===== src/verilog/sirs_pkg.sv =====
// constants for the two-wire register slave
// assumes a 250 MHz core clock and a pulled-up bus
package sirs_pkg;
	// core clock period in ns
	localparam int CLK_PERIOD_NS = 4;
	// fastest bus clock served, in kHz
	localparam int SCL_MAX_KHZ = 400;
	// least high time of the bus clock, in ns
	localparam int SCL_HIGH_MIN_NS = 600;
	// same in core cycles, rounded up
	localparam int SCL_HIGH_MIN_CYC =
		(SCL_HIGH_MIN_NS + CLK_PERIOD_NS - 1) / CLK_PERIOD_NS;
	// fixed upper six bits of the target address
	localparam logic [5:0] ADDR_UPPER = 6'h34;
	// bits per byte on the wire
	localparam logic [3:0] BYTE_BITS = 4'h8;
	// position of the auto-increment flag in the index byte
	localparam int INC_BIT = 7;
	// reset values
	localparam logic [6:0] REG_ADDR_RST = 7'h00;
	localparam logic [7:0] BYTE_RST = 8'h00;
	localparam logic [3:0] CNT_RST = 4'h0;
	// byte position within a transaction
	typedef enum logic [2:0] {
		PH_ADDR = 3'b001,
		PH_INDEX = 3'b010,
		PH_DATA = 3'b100
	} sirs_phase_e;
	// bit-level states
	typedef enum logic [6:0] {
		ST_IDLE = 7'b0000001,
		ST_RX = 7'b0000010,
		ST_ACK = 7'b0000100,
		ST_HOLD = 7'b0001000,
		ST_TX = 7'b0010000,
		ST_MACK = 7'b0100000,
		ST_IGNORE = 7'b1000000
	} sirs_state_e;
endpackage : sirs_pkg


===== src/verilog/sirs_top.sv =====
// two-wire serial slave giving a bus master access to
// the sensor registers through a plain register port.
// assumes open-drain pads outside; register file answers
// read data combinationally from the address port.
// Behaviour
// - select pin high enables two-wire slave
// - data falls while clock high: start
// - data rises while clock high: stop
// - first byte address compared, answer on match
// - eighth address bit selects read or write
// - receiver pulls data low during acknowledge
// - acknowledge address, index and written data
// - index byte: seven address bits, increment flag
// - flag set advances address per data byte
// - write data follows index, stored per byte
// - next read byte only after master acknowledge
// - bytes of eight bits, first bit most significant
// - receiver may hold clock low to stall
// - refused address leaves data line high
// - works for standard and fast bus rates
// - lines only pulled low or released
`timescale 1ns/1ps
module sirs_top (
	// clock and reset
	input wire logic MCLK_IN,
	input wire logic RSTN_IN,
	// pins
	input wire logic IF_SELECT_IN,
	input wire logic ADDRESS_LSB_STRAP_PIN_IN,
	input wire logic SCL_IN,
	input wire logic SDA_IN,
	output logic SCL_OUT,
	output logic SCL_OE_OUT,
	output logic SDA_OUT,
	output logic SDA_OE_OUT,
	// register port
	input wire logic STALL_IN,
	input wire logic [7:0] REG_RDATA_IN,
	output logic [6:0] REG_ADDR_OUT,
	output logic [7:0] REG_WDATA_OUT,
	output logic REG_WR_OUT,
	output logic REG_RD_OUT,
	// status
	output logic BUSY_OUT,
	output logic ADDRESSED_OUT
);
	import sirs_pkg::*;

	logic [1:0] scl_s_q;
	logic [1:0] sda_s_q;
	logic [1:0] sel_s_q;
	logic [1:0] strap_s_q;
	logic scl_d1_q;
	logic sda_d1_q;
	logic scl_rise;
	logic scl_fall;
	logic start_ev;
	logic stop_ev;
	logic enabled;
	sirs_state_e state_q;
	sirs_phase_e phase_q;
	logic [3:0] cnt_q;
	logic [7:0] sh_q;
	logic rw_q;
	logic inc_q;
	logic mack_q;
	logic [6:0] addr_q;
	logic sda_oe_q;
	logic scl_oe_q;
	logic wr_q;
	logic rd_q;
	logic [7:0] wdata_q;
	logic busy_q;
	logic hit_q;

	// next index, wraps in seven bits
	function automatic logic [6:0] next_addr(
		input logic [6:0] a, input logic inc);
		next_addr = inc ? 7'(a + 7'h01) : a;
	endfunction : next_addr

	// two-flop synchronisers for every pin
	always_ff @(posedge MCLK_IN or negedge RSTN_IN) begin
		if (!RSTN_IN) begin
			scl_s_q <= 2'h3;
			sda_s_q <= 2'h3;
			sel_s_q <= 2'h0;
			strap_s_q <= 2'h0;
		end else begin
			scl_s_q <= {scl_s_q[0], SCL_IN};
			sda_s_q <= {sda_s_q[0], SDA_IN};
			sel_s_q <= {sel_s_q[0], IF_SELECT_IN};
			strap_s_q <= {strap_s_q[0], ADDRESS_LSB_STRAP_PIN_IN};
		end
	end

	// delayed copies for edge finding, after the second flop
	always_ff @(posedge MCLK_IN or negedge RSTN_IN) begin
		if (!RSTN_IN) begin
			scl_d1_q <= 1'b1;
			sda_d1_q <= 1'b1;
		end else begin
			scl_d1_q <= scl_s_q[1];
			sda_d1_q <= sda_s_q[1];
		end
	end

	// bus events; at 250 MHz even fast mode gives
	// well over a hundred samples per clock half
	assign enabled = sel_s_q[1];
	assign scl_rise = scl_s_q[1] & ~scl_d1_q;
	assign scl_fall = ~scl_s_q[1] & scl_d1_q;
	assign start_ev = scl_s_q[1] & scl_d1_q & ~sda_s_q[1] & sda_d1_q;
	assign stop_ev = scl_s_q[1] & scl_d1_q & sda_s_q[1] & ~sda_d1_q;

	// main sequencer
	always_ff @(posedge MCLK_IN or negedge RSTN_IN) begin
		if (!RSTN_IN) begin
			state_q <= ST_IDLE;
			phase_q <= PH_ADDR;
			cnt_q <= CNT_RST;
			sh_q <= BYTE_RST;
			rw_q <= 1'b0;
			inc_q <= 1'b0;
			mack_q <= 1'b0;
			addr_q <= REG_ADDR_RST;
			sda_oe_q <= 1'b0;
			scl_oe_q <= 1'b0;
			wr_q <= 1'b0;
			rd_q <= 1'b0;
			wdata_q <= BYTE_RST;
			hit_q <= 1'b0;
		end else begin
			wr_q <= 1'b0;
			rd_q <= 1'b0;
			if (!enabled) begin
				// four-wire mode owns the pins
				state_q <= ST_IDLE;
				sda_oe_q <= 1'b0;
				scl_oe_q <= 1'b0;
				hit_q <= 1'b0;
			end else if (start_ev) begin
				// start or repeated start always restarts
				state_q <= ST_RX;
				phase_q <= PH_ADDR;
				cnt_q <= CNT_RST;
				sda_oe_q <= 1'b0;
				scl_oe_q <= 1'b0;
				hit_q <= 1'b0;
			end else if (stop_ev) begin
				state_q <= ST_IDLE;
				sda_oe_q <= 1'b0;
				scl_oe_q <= 1'b0;
				hit_q <= 1'b0;
			end else begin
				case (state_q)
					ST_RX: begin
						if (scl_rise) begin
							// most significant bit arrives first
							sh_q <= {sh_q[6:0], sda_s_q[1]};
							cnt_q <= 4'(cnt_q + 4'h1);
						end else if (scl_fall && cnt_q == BYTE_BITS) begin
							cnt_q <= CNT_RST;
							if (phase_q == PH_ADDR) begin
								if (sh_q[7:1] == {ADDR_UPPER, strap_s_q[1]}) begin
									rw_q <= sh_q[0];
									hit_q <= 1'b1;
									sda_oe_q <= 1'b1;
									state_q <= ST_ACK;
								end else begin
									// released line reads as refusal
									state_q <= ST_IGNORE;
								end
							end else if (phase_q == PH_INDEX) begin
								addr_q <= sh_q[6:0];
								inc_q <= sh_q[INC_BIT];
								sda_oe_q <= 1'b1;
								state_q <= ST_ACK;
							end else begin
								wdata_q <= sh_q;
								wr_q <= 1'b1;
								sda_oe_q <= 1'b1;
								state_q <= ST_ACK;
							end
						end
					end
					ST_ACK: begin
						// low held across the whole high phase
						if (scl_fall) begin
							sda_oe_q <= 1'b0;
							scl_oe_q <= 1'b1;
							state_q <= ST_HOLD;
							if (phase_q == PH_DATA) begin
								addr_q <= next_addr(addr_q, inc_q);
							end
						end
					end
					ST_HOLD: begin
						// clock kept low while the user stalls
						if (!STALL_IN) begin
							scl_oe_q <= 1'b0;
							cnt_q <= CNT_RST;
							if (rw_q && phase_q != PH_INDEX) begin
								// read: load and drive first bit
								sh_q <= REG_RDATA_IN;
								rd_q <= 1'b1;
								sda_oe_q <= ~REG_RDATA_IN[7];
								phase_q <= PH_DATA;
								state_q <= ST_TX;
							end else begin
								phase_q <= (phase_q == PH_ADDR) ? PH_INDEX : PH_DATA;
								state_q <= ST_RX;
							end
						end
					end
					ST_TX: begin
						if (scl_fall) begin
							if (cnt_q == 4'(BYTE_BITS - 4'h1)) begin
								// release for the master's answer
								sda_oe_q <= 1'b0;
								cnt_q <= CNT_RST;
								addr_q <= next_addr(addr_q, inc_q);
								state_q <= ST_MACK;
							end else begin
								sh_q <= {sh_q[6:0], 1'b0};
								sda_oe_q <= ~sh_q[6];
								cnt_q <= 4'(cnt_q + 4'h1);
							end
						end
					end
					ST_MACK: begin
						if (scl_rise) begin
							mack_q <= ~sda_s_q[1];
						end else if (scl_fall) begin
							if (mack_q) begin
								scl_oe_q <= 1'b1;
								state_q <= ST_HOLD;
							end else begin
								state_q <= ST_IGNORE;
							end
						end
					end
					ST_IGNORE: begin
						sda_oe_q <= 1'b0;
					end
					default: begin
						state_q <= ST_IDLE;
					end
				endcase
			end
		end
	end

	// bus busy between start and stop
	always_ff @(posedge MCLK_IN or negedge RSTN_IN) begin
		if (!RSTN_IN) begin
			busy_q <= 1'b0;
		end else if (!enabled || stop_ev) begin
			busy_q <= 1'b0;
		end else if (start_ev) begin
			busy_q <= 1'b1;
		end
	end

	// pads only ever pull low; enable carries the level
	assign SCL_OUT = 1'b0;
	assign SDA_OUT = 1'b0;
	assign SCL_OE_OUT = scl_oe_q;
	assign SDA_OE_OUT = sda_oe_q;
	assign REG_ADDR_OUT = addr_q;
	assign REG_WDATA_OUT = wdata_q;
	assign REG_WR_OUT = wr_q;
	assign REG_RD_OUT = rd_q;
	assign BUSY_OUT = busy_q;
	assign ADDRESSED_OUT = hit_q;

	// pulses per transaction for the burst covers; a small
	// saturating count keeps the covers free of long ranges
	logic [1:0] wr_n_q;
	logic [1:0] rd_n_q;
	always_ff @(posedge MCLK_IN or negedge RSTN_IN) begin
		if (!RSTN_IN) begin
			wr_n_q <= 2'h0;
			rd_n_q <= 2'h0;
		end else if (start_ev) begin
			wr_n_q <= 2'h0;
			rd_n_q <= 2'h0;
		end else begin
			if (wr_q && wr_n_q != 2'h3) begin
				wr_n_q <= 2'(wr_n_q + 2'h1);
			end
			if (rd_q && rd_n_q != 2'h3) begin
				rd_n_q <= 2'(rd_n_q + 2'h1);
			end
		end
	end
endmodule : sirs_top


===== config.mk =====
export PLATFORM = sky130hd
export DESIGN_NAME = sirs_top
export DESIGN_NICKNAME = d
export VERILOG_FILES = /design/src/verilog/sirs_pkg.sv /design/src/verilog/sirs_top.sv
export SDC_FILE = /design/constraint.sdc
export NUM_CORES = 1
export LEC_CHECK = 0
export ABC_AREA = 1
export BUFFER_PORTS_ARGS = -buffer_cell sky130_fd_sc_hd__buf_2
export CAP_MARGIN = 40
export CELL_PAD_IN_SITES_DETAIL_PLACEMENT = 1
export CELL_PAD_IN_SITES_GLOBAL_PLACEMENT = 1
export CORE_ASPECT_RATIO = 2
export CORE_MARGIN = 2
export CORE_UTILIZATION = 40
export DETAILED_ROUTE_END_ITERATION = 6
export GPL_TIMING_DRIVEN = 0
export PLACE_DENSITY = 0.8
export SLEW_MARGIN = 15
export SYNTH_ARGS = -nofsm -noshare
export SYNTH_HDL_FRONTEND = slang
export SYNTH_SLANG_ARGS = --single-unit

===== constraint.sdc =====
create_clock -name MCLK_IN -period 3.7 [get_ports MCLK_IN]
set_input_delay 0.185 -clock MCLK_IN [delete_from_list [all_inputs] [get_ports MCLK_IN]]
set_output_delay 0.185 -clock MCLK_IN [all_outputs]
set_load 0.01 [all_outputs]

==> results_dict.tcl <==
set metrics [dict create \
    status "complete, no violations" \
    synth_cells 440 \
    final_cell_mix "nand2_1 (137), inv_1 (53), dfrtp_1 (48)" \
    area_growth_pct 15.1 \
    coreArea_um2 8170 \
    final.setup.tns_ns 0 \
    vias 3019 \
    synthAdderAreaFrac 0.0113 \
    viasPerCell 5.14 \
    first_global_vias 3267 \
    grt-ovfl-total 0 \
    p_sw_w 0.000337 \
    drt_iter0_markers 173 \
    synth_seq_cells 56 \
    maxSlewViolCount 0 \
    wl_met3_um 183 \
    critPathLaunchType "flop" \
    wirelength_um 9500 \
    wl_met2_um 5530 \
    cts_tree "built" \
    cp.arrival_ns 2.14 \
    pre_cts_ws_ns 1.74 \
    die-area_um2 9090 \
    r2r_slack_ns 1.75 \
    peakVddDrop_v 0.000271 \
    yosys.area.top_type "dfrtp_1" \
    rsz0062_at_grt "false" \
    firstDrtPassIters 4 \
    reg2reg_from "state_q[3]" \
    syn_area_um2 3320 \
    finalCriticalPeriod_ns 1.95 \
    end_kind "flop" \
    synth_edf_count 0 \
    sequentialPowerShare 0.520 \
    switching_share 0.267 \
    start_util 0.406 \
    track_usage 0.230 \
    yosys_warnings 0 \
    slew_headroom 0.508 \
    r2r-end "cnt_q[3]" \
    synth_top_family_by_area "simple AND/OR/NAND/NOR gates" \
    die_h_um 133 \
    skew_ns 0.00659 \
    insertion_delay_ns 0.30 \
    max_cap_violations 0 \
    synth_top_area_frac 0.362 \
    power_w 0.00126 \
    worst_slack_ns 1.75 \
    rows 47 \
    port-buffer-count 35 \
    wl_per_cell_um 16.2 \
    grt_antenna_before_repair 0 \
    synth_compound_area_frac 0.0991 \
    whs_ns 0.116 \
    synthSimpleGateAreaFrac 0.368 \
    ios 38 \
    grt_pass1_wl_um 15600 \
    cp.required_ns 3.89 \
    powerDensity_nw_per_um2 330 \
    path_clk_slew_ns 0.08 \
    gp_congestion 0.916 \
    p_int_w 0.000925 \
    max_freq_mhz 512 \
    hold_class "input port to flop" \
    place_hpwl_um 7740 \
    drt-met1-wl_um 3220 \
    antennaDiodeCount 0 \
    nets 506 \
    nFillCells 1042 \
    synthMuxAreaShare 0 \
    drc_errors 0 \
    clock_sinks 56 \
    min_from "STALL_IN" \
    die_x_um 68.4 \
    ys_top_cells_by_area "dfrtp_1 (36%), nand2_1 (15%), dfstp_2 (6.3%), inv_1 (6.0%), nor2_1 (4.6%)" \
    postRouteAntennaNets 0 \
    seq_area_frac_synth 0.425 \
    hold_viol 0 \
    async_flop_share 1.00 \
    final_common_cell "nand2_1" \
    ctsResizeCount 0 \
    min_to "REG_RD_OUT" \
    final_core_util 0.467 \
    top_layer "met4" \
    numCtsBuffers 5 \
    hold_depth 2 \
    drive_above_1_share 0.227 \
    grt_max_degree 57 \
    syn_avg_cell_area_um2 7.54 \
    cts_root_buffer "clkbuf_16" \
    clockBufferDepth 2 \
    period_share 0.528 \
    synth_flop_cell "dfrtp_1" \
    r2r_cells 10 \
    clockPowerShare 0.390 \
    crit_type "flop to flop" \
    htree_num_levels 2 \
    synth-xor-area-share 0.00792 \
    critPathMaxFanout 5 \
    comb_power_share 0.090 \
    worst_slew_pin_slew_ns 0.739 \
    synth.distinct_cells 36 \
    setup_viol 0 \
    p_leak_nw 2.00 \
]
## cell families (layout without fill, tap and decap cells)
group | Yosys count | in the layout
compound gates | 56 | 56
xor+xnor | 3 | 3
fa+ha+maj | 3 | 3
buf+inv | 68 | 116
flops | 56 | 56
other cells | 1 | 2
simple gates | 253 | 253
## how the worst max path moves through the flow
stage | start | to | slack (ns) | cells after the start
CTS | sda_d1_q | REG_ADDR_OUT[2] | 1.73 | 9
global placement | sda_d1_q | REG_ADDR_OUT[1] | 1.78 | 9
detailed placement | sda_d1_q | REG_ADDR_OUT[2] | 1.74 | 9
global route | sda_d1_q | REG_ADDR_OUT[5] | 1.55 | 10
finish | state_q[3] | cnt_q[3] | 1.75 | 10
floorplan | phase_q[0] | sh_q[1] | 2.09 | 10
## critical path: stages, from the launching register on
cell	delay (ns)
dfrtp_1	0.45
nor2_1	0.22
nand2_2	0.13
inv_2	0.08
nand2_1	0.16
nand2_1	0.15
nor2_1	0.06
o21ai_0	0.38
nor2_1	0.08
nand2_1	0.08
nand2_1	0.05
## power by group through the flow
stage	Combinational, W	Clock, W	Sequential [W]
2_1_floorplan	0.0000646	0	0.000664
3_3_place_gp	0.000107	0	0.000666
3_5_place_dp	0.000111	0	0.000669
4_1_cts	0.000116	0.000500	0.000656
5_1_grt	0.000128	0.000529	0.000660
6_report	0.000114	0.000492	0.000656
## state kept, by name (all words and copies together), names as in the netlist, 2 cells and up
register and count:
REG_ADDR_OUT 7, REG_WDATA_OUT 8, cnt_q 4, phase_q 3, scl_s_q 2, sda_s_q 2, sel_s_q 2, sh_q 8
state_q 7, strap_s_q 2
## synth_stat cells (all sizes together), types with 2 or more instances
library cell and count:
xor2 2, inv 63, dfstp 8, o21ai 42
nand2 151, nor2 56, nand3 30, nand4 9
nor3 5, a21oi 11, buf 4, ha 3
dfrtp 48, nor4 2
## what timing repair did
action	in CTS	in global routing
setup buffers	0	0
hold buffers	5	0
endpoints found under the hold margin	52	0
## through the flow
step           area [um^2]  cells
4_1_cts               3820    587
6_report              3820    587
3_5_place_dp          3620    574
2_1_floorplan         3320    441
5_1_grt               3820    587
3_3_place_gp          3620    574
## cell type report
type / instances / area, um^2 / share of cell area
Clock buffer: 5 / 125 / 0.0328
Inverter: 63 / 239 / 0.0626
Timing Repair Buffer: 40 / 228 / 0.0596
Clock inverter: 3 / 21.3 / 0.00557
Buffer: 5 / 50.0 / 0.0131
Multi-Input combinational cell: 317 / 1620 / 0.425
Tap cell: 98 / 123 / 0.0321
Sequential cell: 56 / 1410 / 0.369
## routing by layer
| layer | up-vias | global-route usage |
|---|---|---|
| met5 | - | 0 |
| met4 | 0 | 0.133 |
| met3 | 36 | 0.0306 |
| met2 | 59 | 0.433 |
| met1 | 1451 | 0.219 |
| li1 | 1473 | - |
No activity file was read; power rests on OpenSTA's default activity.
